===== src/hdl/pc_stack_pkg.sv =====
// Constants and types for the program counter and return stack.
// Assumes one clock domain and a single fetch and execute core.
//
// Behaviour
// - Program counter is 21 bits in low, high and upper bytes, byte address.
// - Fetches above implemented memory inside the 2-Mbyte space return zeros.
// - Counter starts at zero after reset; interrupts vector to 0008h or 0018h.
// - Only the low byte is directly accessible; upper bits go through latches.
// - Writing the low byte loads high and upper bytes from the latches.
// - Reading the low byte copies high and upper bytes into the latches.
// - Counter bit 0 is always zero; sequential fetches advance by 2.
// - Calls, jumps and branches load their target and ignore the latches.
// - Stack is 31 words of 21 bits with a 5-bit pointer, outside memory.
// - Calls and interrupts push, returns pop; only an overflow reset disturbs the latches, clearing them.
// - Push increments the pointer first, then writes the counter there.
// - Pop loads the counter from the pointed entry, then decrements.
// - Reset sets the pointer to zero, an empty state with no entry.
// - Top entry registers show the pointed entry; writes update it.
// - Stack pointer holds 0 to 31 and is readable and writable.
// - Thirty-one pushes without a pop set the full flag; software clears it.
// - With overflow reset on, 31st push stores PC+2, sets full, resets.
// - With overflow reset off, pointer stops at 31 and no entry is overwritten.
// - Pop from empty loads zero, sets underflow, keeps pointer at zero.
// - Software push stores the counter; software pop only decrements.
// - Wake by interrupt with a global enable pushes the counter.

package pc_stack_pkg;

  // ----------------------------------------------------------------------
  // Widths and fixed values
  // ----------------------------------------------------------------------
  localparam int          PC_W        = 21;
  localparam int          PTR_W       = 5;
  localparam int          STACK_DEPTH = 31;
  localparam logic [20:0] VEC_RESET   = 21'h000000;
  localparam logic [20:0] VEC_HIGH    = 21'h000008;
  localparam logic [20:0] VEC_LOW     = 21'h000018;
  localparam logic [20:0] PC_STEP     = 21'h000002;
  localparam logic [4:0]  PTR_EMPTY   = 5'h00;
  localparam logic [4:0]  PTR_LAST    = 5'h1F;
  localparam logic [4:0]  PTR_PREV    = 5'h1E;
  localparam int          FULL_BIT    = 7;
  localparam int          UNF_BIT     = 6;

  // ----------------------------------------------------------------------
  // Register offsets
  // ----------------------------------------------------------------------
  localparam logic [2:0] OFS_LOW      = 3'h0;
  localparam logic [2:0] OFS_HLATCH   = 3'h1;
  localparam logic [2:0] OFS_ULATCH   = 3'h2;
  localparam logic [2:0] OFS_PTR      = 3'h3;
  localparam logic [2:0] OFS_TOP_LOW  = 3'h4;
  localparam logic [2:0] OFS_TOP_HIGH = 3'h5;
  localparam logic [2:0] OFS_TOP_UP   = 3'h6;

  // ----------------------------------------------------------------------
  // Core operations and carriers
  // ----------------------------------------------------------------------
  typedef enum logic [2:0] {
    OP_NONE = 3'b000,
    OP_SEQ  = 3'b001,
    OP_CALL = 3'b010,
    OP_JUMP = 3'b011,
    OP_RET  = 3'b100,
    OP_PUSH = 3'b101,
    OP_POP  = 3'b110,
    OP_IRQ  = 3'b111
  } core_op_t;

  typedef struct packed {
    core_op_t    op;
    logic [20:0] target;
    logic        low_prio;
  } core_req_t;

  typedef struct packed {
    logic [2:0] addr;
    logic [7:0] wdata;
    logic       wr;
    logic       rd;
  } reg_req_t;

endpackage


===== src/hdl/program_counter_return_stack.sv =====
// Program counter with latch registers and a 31-entry return stack.
// Assumes the core issues one operation per cycle and that the program
// memory answers fetch_data for fetch_addr within the same cycle.

`timescale 1ns/1ns

module program_counter_return_stack
  import pc_stack_pkg::*;
#(
  parameter logic [20:0] PMEM_BYTES = 21'h008000
) (
  input  wire logic        clk,
  input  wire logic        reset,
  input  wire core_req_t   core_req,
  input  wire logic        wake_irq,
  input  wire logic        high_priority_global_enable,
  input  wire logic        low_priority_global_enable,
  input  wire logic        overflow_reset_enable,
  input  wire logic [15:0] fetch_data,
  input  wire reg_req_t    reg_req,
  output logic [20:0]      fetch_addr,
  output logic [15:0]      instr_word,
  output logic [7:0]       rdata,
  output logic             stack_reset,
  output logic             stack_full_flag,
  output logic             stack_underflow_flag
);

  // ----------------------------------------------------------------------
  // State
  // ----------------------------------------------------------------------
  logic [20:0] pc_r;
  logic [7:0]  counter_high_latch_r;
  logic [4:0]  counter_upper_latch_r;
  logic [4:0]  ptr_r;
  logic        full_r;
  logic        unf_r;
  logic [7:0]  rdata_r;
  logic [15:0] instr_r;
  logic        stack_reset_r;
  logic [20:0] stack_mem [1:STACK_DEPTH];

  // ----------------------------------------------------------------------
  // Decode
  // ----------------------------------------------------------------------
  logic        irq_take;
  logic        push_ev;
  logic        pop_ev;
  logic        swpop_ev;
  logic        ptr_zero;
  logic        push_ok;
  logic        fill_last;
  logic        ovf_rst;
  logic [20:0] push_val;
  logic [20:0] top_entry;
  logic [20:0] irq_vec;
  logic [4:0]  ptr_inc;
  logic        wr_low;
  logic        wr_ptr;

  assign irq_take = (core_req.op == OP_IRQ) ||
                    (wake_irq && (high_priority_global_enable ||
                                  low_priority_global_enable));
  assign push_ev  = (core_req.op == OP_CALL) ||
                    (core_req.op == OP_PUSH) || irq_take;
  assign pop_ev   = (core_req.op == OP_RET);
  assign swpop_ev = (core_req.op == OP_POP);
  assign ptr_zero = (ptr_r == PTR_EMPTY);
  assign ptr_inc  = ptr_r + 5'h01;
  assign push_ok  = push_ev && (ptr_r != PTR_LAST);
  assign fill_last = push_ok && (ptr_r == PTR_PREV);
  assign ovf_rst  = fill_last && overflow_reset_enable;
  assign push_val = ovf_rst ? pc_r + PC_STEP : pc_r;
  assign top_entry = ptr_zero ? VEC_RESET : stack_mem[ptr_r];
  assign irq_vec  = core_req.low_prio ? VEC_LOW : VEC_HIGH;
  assign wr_low   = reg_req.wr && (reg_req.addr == OFS_LOW);
  assign wr_ptr   = reg_req.wr && (reg_req.addr == OFS_PTR);

  // ----------------------------------------------------------------------
  // Program counter
  // ----------------------------------------------------------------------
  always_ff @(posedge clk or posedge reset) begin
    if (reset) begin
      pc_r <= VEC_RESET;
    end else if (ovf_rst) begin
      pc_r <= VEC_RESET;
    end else if (wr_low) begin
      pc_r <= {counter_upper_latch_r, counter_high_latch_r,
               reg_req.wdata[7:1], 1'b0};
    end else if (irq_take) begin
      pc_r <= irq_vec;
    end else begin
      case (core_req.op)
        OP_SEQ: begin
          pc_r <= pc_r + PC_STEP;
        end
        OP_CALL, OP_JUMP: begin
          pc_r <= {core_req.target[20:1], 1'b0};
        end
        OP_RET: begin
          pc_r <= {top_entry[20:1], 1'b0};
        end
        default: begin
          pc_r <= pc_r;
        end
      endcase
    end
  end

  // ----------------------------------------------------------------------
  // Latch registers
  // ----------------------------------------------------------------------
  always_ff @(posedge clk or posedge reset) begin
    if (reset) begin
      counter_high_latch_r  <= 8'h00;
      counter_upper_latch_r <= 5'h00;
    end else if (ovf_rst) begin
      counter_high_latch_r  <= 8'h00;
      counter_upper_latch_r <= 5'h00;
    end else if (reg_req.wr && reg_req.addr == OFS_HLATCH) begin
      counter_high_latch_r  <= reg_req.wdata;
    end else if (reg_req.wr && reg_req.addr == OFS_ULATCH) begin
      counter_upper_latch_r <= reg_req.wdata[4:0];
    end else if (reg_req.rd && reg_req.addr == OFS_LOW) begin
      counter_high_latch_r  <= pc_r[15:8];
      counter_upper_latch_r <= pc_r[20:16];
    end
  end

  // ----------------------------------------------------------------------
  // Stack pointer
  // ----------------------------------------------------------------------
  always_ff @(posedge clk or posedge reset) begin
    if (reset) begin
      ptr_r <= PTR_EMPTY;
    end else if (ovf_rst) begin
      ptr_r <= PTR_EMPTY;
    end else if (wr_ptr) begin
      ptr_r <= reg_req.wdata[4:0];
    end else if (push_ok) begin
      ptr_r <= ptr_inc;
    end else if ((pop_ev || swpop_ev) && !ptr_zero) begin
      ptr_r <= ptr_r - 5'h01;
    end
  end

  // ----------------------------------------------------------------------
  // Full and underflow flags; a new event wins over a software clear.
  // ----------------------------------------------------------------------
  always_ff @(posedge clk or posedge reset) begin
    if (reset) begin
      full_r <= 1'b0;
      unf_r  <= 1'b0;
    end else begin
      full_r <= fill_last || (push_ev && ptr_r == PTR_LAST) ||
                (full_r && !(wr_ptr && !reg_req.wdata[FULL_BIT]));
      unf_r  <= ((pop_ev || swpop_ev) && ptr_zero) ||
                (unf_r && !(wr_ptr && !reg_req.wdata[UNF_BIT]));
    end
  end

  // ----------------------------------------------------------------------
  // Stack storage; entry zero does not exist.
  // ----------------------------------------------------------------------
  always_ff @(posedge clk) begin
    if (push_ok) begin
      stack_mem[ptr_inc] <= push_val;
    end else if (reg_req.wr && !ptr_zero) begin
      case (reg_req.addr)
        OFS_TOP_LOW: begin
          stack_mem[ptr_r][7:0] <= reg_req.wdata;
        end
        OFS_TOP_HIGH: begin
          stack_mem[ptr_r][15:8] <= reg_req.wdata;
        end
        OFS_TOP_UP: begin
          stack_mem[ptr_r][20:16] <= reg_req.wdata[4:0];
        end
        default: begin
        end
      endcase
    end
  end

  // ----------------------------------------------------------------------
  // Register read port, data one cycle after the strobe
  // ----------------------------------------------------------------------
  always_ff @(posedge clk or posedge reset) begin
    if (reset) begin
      rdata_r <= 8'h00;
    end else if (reg_req.rd) begin
      case (reg_req.addr)
        OFS_LOW:      rdata_r <= pc_r[7:0];
        OFS_PTR:      rdata_r <= {full_r, unf_r, 1'b0, ptr_r};
        OFS_TOP_LOW:  rdata_r <= top_entry[7:0];
        OFS_TOP_HIGH: rdata_r <= top_entry[15:8];
        OFS_TOP_UP:   rdata_r <= {3'h0, top_entry[20:16]};
        default:      rdata_r <= 8'h00;
      endcase
    end else begin
      rdata_r <= 8'h00;
    end
  end

  // ----------------------------------------------------------------------
  // Instruction fetch and overflow reset pulse
  // ----------------------------------------------------------------------
  always_ff @(posedge clk or posedge reset) begin
    if (reset) begin
      instr_r <= 16'h0000;
    end else if (pc_r < PMEM_BYTES) begin
      instr_r <= fetch_data;
    end else begin
      instr_r <= 16'h0000;
    end
  end

  always_ff @(posedge clk or posedge reset) begin
    if (reset) begin
      stack_reset_r <= 1'b0;
    end else begin
      stack_reset_r <= ovf_rst;
    end
  end

  assign fetch_addr           = pc_r;
  assign instr_word           = instr_r;
  assign rdata                = rdata_r;
  assign stack_reset          = stack_reset_r;
  assign stack_full_flag      = full_r;
  assign stack_underflow_flag = unf_r;

endmodule


===== config.mk =====
export PLATFORM = sky130hd
export DESIGN_NAME = program_counter_return_stack
export DESIGN_NICKNAME = d
export VERILOG_FILES = /design/src/hdl/pc_stack_pkg.sv /design/src/hdl/program_counter_return_stack.sv
export SDC_FILE = /design/constraint.sdc
export NUM_CORES = 1
export LEC_CHECK = 0
export BUFFER_PORTS_ARGS = -buffer_cell sky130_fd_sc_hd__buf_2
export CORE_ASPECT_RATIO = 0.8
export CORE_UTILIZATION = 55
export DETAILED_ROUTE_END_ITERATION = 8
export PLACE_DENSITY = 0.72
export SYNTH_ARGS = -nofsm -noshare
export SYNTH_HDL_FRONTEND = slang
export SYNTH_SLANG_ARGS = --single-unit
export TNS_END_PERCENT = 50

===== constraint.sdc =====
create_clock -name clk -period 6.2 [get_ports clk]
set_clock_uncertainty 0.2 [all_clocks]
set_input_delay 0.31 -clock clk [delete_from_list [all_inputs] [get_ports clk]]
set_output_delay 0.31 -clock clk [all_outputs]
set_load 0.02 [all_outputs]

==> run metrics, run 1 <==
RSZ-0062 raised after global routing=false; first-pass GRT wire length=approximately 120000 µm; Worst setup EP type=flop; synth top area cells=edfxtp_1, mux4_2, dfrtp_1, mux2i_1, nor2_1; critical path, cell by cell=buf_4, ha_1, and3_1, ha_1, a31o_2, nand2b_2, o31ai_2, nand3_1, nor2_1; final RePlAce weighted congestion=roughly 0.99; number of CTS-inserted buffers=67; CTS resizes=0; largest net degree at the start of global routing=150; Hold Vio Cnt, Final=0; Max Used Layer=met4; clock tree buffer depth=3; hpwl dp=52100 µm; Routed WL=about 81000 µm; gr ovfl total=0; Met2 Routed Length=37000 µm; Tcrit/Tclk final=a little over four fifths; hold path depth=4; Syn. warnings=0; count leader, synth=edfxtp_1; total setup buffers inserted after CTS=0; CP max stage delay=1.05 ns; Boundary Pins=108; Worst EP arrival=5.22 ns; Crit Path Category=reg2reg; Leak=~12 nW; CP required=6.25 ns; Antenna Nets Post-Route=0; Row Count=between 70 and 80; highest clock rate=between 0.15 and 0.2 GHz; dominant synthesized flop cell=edfxtp_1; Max IR drop VDD=0.360 mV; ant diodes=0; cell area after synthesis=roughly 30000 µm²; Synth cell types=85; CTS tree=yes; final setup fails=0; number of flops mapped to enable cells by yosys=651; Port-buffer cells=between 100 and 150; Final Critical Period=between 5 and 6 ns; Root Driver=clkbuf_16; Syn Area/Cell=approximately 16 µm²; vias in the first global route=roughly 18k; outcome=completed; met3 WL=between 8000 and 9000 µm; Final Max Tran Viols=0; crit path launch type=flop; die width=~260 µm; Detailed Routing Iterations Pass 1=5; CP max FO=40; die height=~210 µm; pwr dens=468 nW/µm²; worst hold path class=in2reg; Core ar.=54200 µm²; Clock Sinks=about 700; die area=56100 µm²; 1st-iter DRT viols=around 2.6k; DRC viols=0; top cell type's share of synthesized area=around 64%; initial antenna violation count=0; Reg clk slew, reported paths=0.07 ns; area leader, netlist=edfxtp_1; worst rel slew slack=between 10 and 15%; setup TNS=0 ns; slowest CP cell=o31ai_2; Worst Tran Pin Value=around 1.3 ns; Yosys reg bits=just over 700; most used cell, CP=ha_1; post-synthesis cell count=1859; Vias/cell=~6.7; worst-skew pair later-pin latency=approximately 0.63 ns; sequential share of the synthesized area=69.8%; Nets=about 2.1k; synth cell count leaders=edfxtp_1, nor2_1, mux2i_1; final hold slack=roughly 0.028 ns; Area Growth Syn to Fin=12.4%; Filler cells=about 3.8k; max-cap violation count=0; syn_nets=roughly 1.9k; share of cells above drive strength 1=19.7%; via count=between 15k and 20k; R2R cell count=9; GRT Total Usage=~30%; H-Tree Depth=3; Hold-fix buffers, CTS=41; Starting Density=approximately 56%; post-DR wirelength/cell=between 20 and 30 µm; routed length on met1=around 33000 µm; asr flop ratio synth=a little over 9%
-- cell families after synthesis --
kind of cell	share of synthesized area, %
mux	12.9
simple gates	6.61
fa+ha+maj	0.247
compound gates	6.66
buf+inv	2.62
other cells	0.0124
flops	69.8
xor+xnor	1.15
-- power by group --
| part | total [W] | switching [W] | internal [W] |
|---|---|---|---|
| Combinational | 0.00557 | 0.00373 | 0.00184 |
| Clock | 0.00401 | 0.00181 | 0.00221 |
| Sequential | 0.00638 | 0.000254 | 0.00613 |
| Total | 0.0160 | 0.00580 | 0.0102 |
-- stage by stage --
step / utilization (%) / area, µm² / setup slack [ns] / total power (W) / instances
final: 62.9 / 34100 / 1.03 / 0.0160 / 2761
after global routing: 62.9 / 34100 / 0.821 / 0.0164 / 2761
after CTS: 62.9 / 34100 / 1.15 / 0.0159 / 2760
after detailed placement: 58.3 / 31600 / 1.15 / 0.0119 / 2599
after global placement: 58.3 / 31600 / 1.26 / 0.0117 / 2599
after floorplan: - / 30300 / 2.02 / 0.00992 / 1859
-- critical path: cells and delay by family (launching register included) --
family | cells | cell delay [ns]
DFF | 1 | 0.41
AOI/OAI and AO/OA | 2 | 1.32
adders and majority gates | 2 | 0.57
and+or+nand+nor | 4 | 1.68
buffers and inverters | 1 | 0.60
-- cell type report --
cell class                      count  area [µm²]  area share (%)
Sequential cell                   716       21200            62.1
Multi-Input combinational cell   1009        8520            25.0
Clock buffer                       80        1750            5.12
Timing Repair Buffer              199        1360            3.98
Tap cell                          702         878            2.58
Clock inverter                     40         355            1.04
Inverter                           15        56.3           0.165
-- worst paths after layout --
| kind | from | endpoint | slack [ns] |
|---|---|---|---|
| hold / removal | core_req[14] | fetch_addr[13] | 0.03 |
| max in group asynchronous | reset | ptr_r[0] | 4.78 |
| setup reg to reg | ptr_r[0] | stack_mem[22][15] | 1.03 |
| hold reg to reg | counter_upper_latch_r[0] | fetch_addr[16] | 0.32 |
| setup / recovery | ptr_r[0] | stack_mem[22][15] | 1.03 |
| min in group asynchronous | reset | instr_word[12] | 0.35 |
-- cells in the final DEF (no fill, tap or decap), drive strengths merged, types with 6 or more instances in the layout --
cell type / instances
a211oi: 30
a21oi: 63
a221oi: 11
a22oi: 60
a31oi: 17
and2: 21
and3: 8
buf: 157
clkbuf: 81
clkinv: 28
dfrtp: 65
dlygate4sd3: 41
edfxtp: 651
ha: 6
inv: 21
mux2: 7
mux2i: 127
mux4: 112
nand2: 67
nand2b: 11
nand3: 57
nand4: 18
nor2: 194
nor2b: 8
nor3: 23
o211ai: 11
o21ai: 29
o221ai: 8
o22ai: 8
o31ai: 7
xnor2: 25
xor2: 15
-- per-layer routing --
layer / up-vias / GRT usage, %
li1: 7674 / -
met1: 9415 / 42.4
met2: 1122 / 43.4
met3: 180 / 7.04
met4: 0 / 10.2
met5: - / 0
-- flip-flops by register name, summed over array words and instances (netlist names) --
| name | flops |
|---|---|
| counter_high_latch_r | 8 |
| instr_word | 16 |
| ptr_r | 5 |
| stack_full_flag | 1 |
| counter_upper_latch_r | 5 |
| rdata | 8 |
| stack_underflow_flag | 1 |
| stack_mem | 651 |
| stack_reset | 1 |
| fetch_addr | 20 |
Note: power is estimated with default switching activity, not from simulation.
==> run 2: changes to the inputs <==
==> constraint.sdc (replaced) <==
create_clock -name clk -period 4.9 [get_ports clk]
set_clock_uncertainty 0.2 [all_clocks]
set_input_delay 0.245 -clock clk [delete_from_list [all_inputs] [get_ports clk]]
set_output_delay 0.245 -clock clk [all_outputs]
set_load 0.02 [all_outputs]
==> run 2 against run 1 <==
  * Setup slack lost 0.33 ns
  * Sequential share of layout area shrank 0.85 points
  * Count of clock-buffer cells in the layout grew 9
  * Wire length shrank 0.14%
  * Clock power grew 26%
  * Combinational power grew 30%
  * Final cell count grew 2.1%
  * Utilization grew 0.87 points
  * Via count grew 1.4%
  * Non-clock buffer count grew 56
  * Die area is the same
  * Critical endpoint is now fetch_addr[1]
==> run metrics, run 2 (synthesis results as in run 1) <==
die width=265 µm (unchanged); Net Sw Frac=35.9% (was 36.3%); R2R Path End=fetch_addr[1] (was stack_mem[22][15]); Clock power frac=24.9% (was 25.1%); CP required=5.24 ns (was 6.25 ns); NetSw=0.00731 W (was 0.00580 W); setup TNS=0 ns (unchanged); vias in the first global route=17.9k (was 17.6k); Comb pwr share=35.5% (was 34.9%); share of cells above drive strength 1=21.5% (was 19.7%); final RePlAce weighted congestion=0.961 (was 0.986); Worst setup EP type=flop (unchanged); Crit Path Category=reg2reg (unchanged); Antenna Nets Post-Route=0 (unchanged); pwr dens=589 nW/µm² (was 468 nW/µm²); worst rel slew slack=18.9% (was 10.3%); highest clock rate=0.238 GHz (was 0.193 GHz); Port-buffer cells=105 (unchanged); CTS tree=yes (unchanged); 1st-iter DRT viols=2461 (was 2604); Max Used Layer=met4 (unchanged); Max IR drop VDD=0.993 mV (was 0.360 mV); reg2reg setup slack=0.70 ns (was 1.03 ns); Filler cells=3783 (was 3834); Worst EP arrival=4.55 ns (was 5.22 ns); number of CTS-inserted buffers=68 (was 67); RSZ-0062 raised after global routing=false (unchanged); Vias/cell=6.61 (was 6.66); Core ar.=54200 µm² (unchanged); routed length on met1=32700 µm (was 33000 µm); FF-to-FF Start=ptr_r[2] (was ptr_r[0]); Hold Vio Cnt, Final=0 (unchanged); Leak=11.9 nW (was 11.6 nW); Root Driver=clkbuf_16 (unchanged); gr ovfl total=0 (unchanged); Worst Tran Pin Value=1.21 ns (was 1.34 ns); crit path launch type=flop (unchanged); Internal Pwr Total=0.0131 W (was 0.0102 W); Final Critical Period=4.20 ns (was 5.17 ns); initial antenna violation count=0 (unchanged); max FFs per register=651 (unchanged); R2R cell count=8 (was 9); Tcrit/Tclk final=85.8% (was 83.4%); Boundary Pins=108 (unchanged); largest net degree at the start of global routing=117 (was 150); max-cap violation count=0 (unchanged); CTS resizes=0 (unchanged); final setup fails=0 (unchanged); largest reg by FF count=stack_mem (unchanged); Routed WL=81300 µm (was 81400 µm); clock tree buffer depth=3 (unchanged); Detailed Routing Iterations Pass 1=6 (was 5); die height=212 µm (unchanged); Row Count=76 (unchanged); Starting Density=56.0% (unchanged); H-Tree Depth=3 (unchanged); Reg power frac=39.6% (was 40.0%); DRC viols=0 (unchanged); Nets=2131 (was 2074); post-DR wirelength/cell=28.8 µm (was 29.5 µm); commonest non-fill, non-tap cell in the layout=edfxtp_1 (unchanged); worst-skew pair later-pin latency=0.62 ns (was 0.63 ns); worst hold path class=in2reg (unchanged); Area Growth Syn to Fin=13.9% (was 12.4%); via count=18.6k (was 18.4k); die area=56100 µm² (unchanged); first-pass GRT wire length=118000 µm (about the same); GRT Total Usage=29.1% (was 29.2%); Met2 Routed Length=36900 µm (was 37000 µm); HP Start=core_req[14] (unchanged); CP max FO=31 (was 40); Reg clk slew, reported paths=0.06 ns (was 0.07 ns); Hold EP=fetch_addr[13] (unchanged); met3 WL=9160 µm (was 8740 µm); Core Util, Final=63.8% (was 62.9%); hold path depth=4 (unchanged); outcome=completed (unchanged); hpwl dp=52300 µm (was 52100 µm); Final Max Tran Viols=0 (unchanged); most frequent cells in the layout=edfxtp_1, nor2_1, mux2i_1, buf_2, mux4_2 (unchanged); Clock Sinks=716 (unchanged)
[run 2: changes by cell type in the layout (fill, tap and decap cells not counted), sizes merged]
cell	delta
buf	+49
clkbuf	+8
dlygate4sd3	+8
inv	-5
clkinv	-2
bufinv	-1
diode	+1
[run 2: cell type report]
type / instances / area, µm² / area share, %
flip-flops and latches: 716 / 21200 / 61.3
well taps: 702 / 878 / 2.54
clock inverters: 32 / 310 / 0.898
multi-input cells: 1009 / 8500 / 24.6
diodes: 1 / 2.50 / 0.00724
repair buffers: 255 / 1810 / 5.24
inverters: 15 / 56.3 / 0.163
clock buffers: 89 / 1820 / 5.27
[run 2: worst max path at each step]
stage / start / endpoint / cells after the start / slack (ns)
3_5_place_dp: ptr_r[1] / fetch_addr[17] / 8 / 0.91
4_1_cts: ptr_r[0] / fetch_addr[3] / 8 / 0.82
6_report: ptr_r[2] / fetch_addr[1] / 8 / 0.70
2_1_floorplan: ptr_r[0] / stack_mem[10][2] / 14 / 0.72
3_3_place_gp: ptr_r[1] / stack_mem[12][13] / 9 / 1.03
5_1_grt: ptr_r[2] / fetch_addr[1] / 8 / 0.55
[run 2: per-layer routing]
layer  vias to the layer above  GRT usage, %
li1                       7804             -
met1                      9479          42.5
met2                      1159          43.7
met3                       200          7.18
met4                         0          8.68
met5                         -             0
[run 2: metrics by stage]
stage	hold slack (ns)	cell area [µm²]	setup slack (ns)	power [W]	instances
2_1_floorplan	0.174	30300	0.718	0.0125	1859
3_3_place_gp	0.251	31900	1.03	0.0150	2648
3_5_place_dp	0.255	31900	0.913	0.0152	2648
4_1_cts	0.00986	34600	0.825	0.0203	2818
5_1_grt	0.0798	34600	0.555	0.0210	2818
6_report	0.0530	34600	0.697	0.0204	2819
[run 2: timing repair]
item / CTS / global route
endpoints found under the hold margin: 102 / 0
hold buffers: 49 / 0
buffers inserted: 0 / 0
[run 2: worst max-delay path: stages (launching register included)]
cell and delay (ns):
dfrtp_1 0.54, buf_4 0.47, inv_1 0.13, nor3_2 0.87, a22oi_1 0.39, nand4_1 0.42, o221ai_1 0.24, a311oi_1 0.28
dlygate4sd3_1 0.58
[run 2: power by group through the flow]
stage               clock network (W)  registers, W  logic, W
global route                  0.00536       0.00811   0.00755
CTS                           0.00513       0.00806   0.00709
finish                        0.00507       0.00807   0.00722
detailed placement                  0       0.00818   0.00700
global placement                    0       0.00814   0.00691
floorplan                           0       0.00813   0.00441
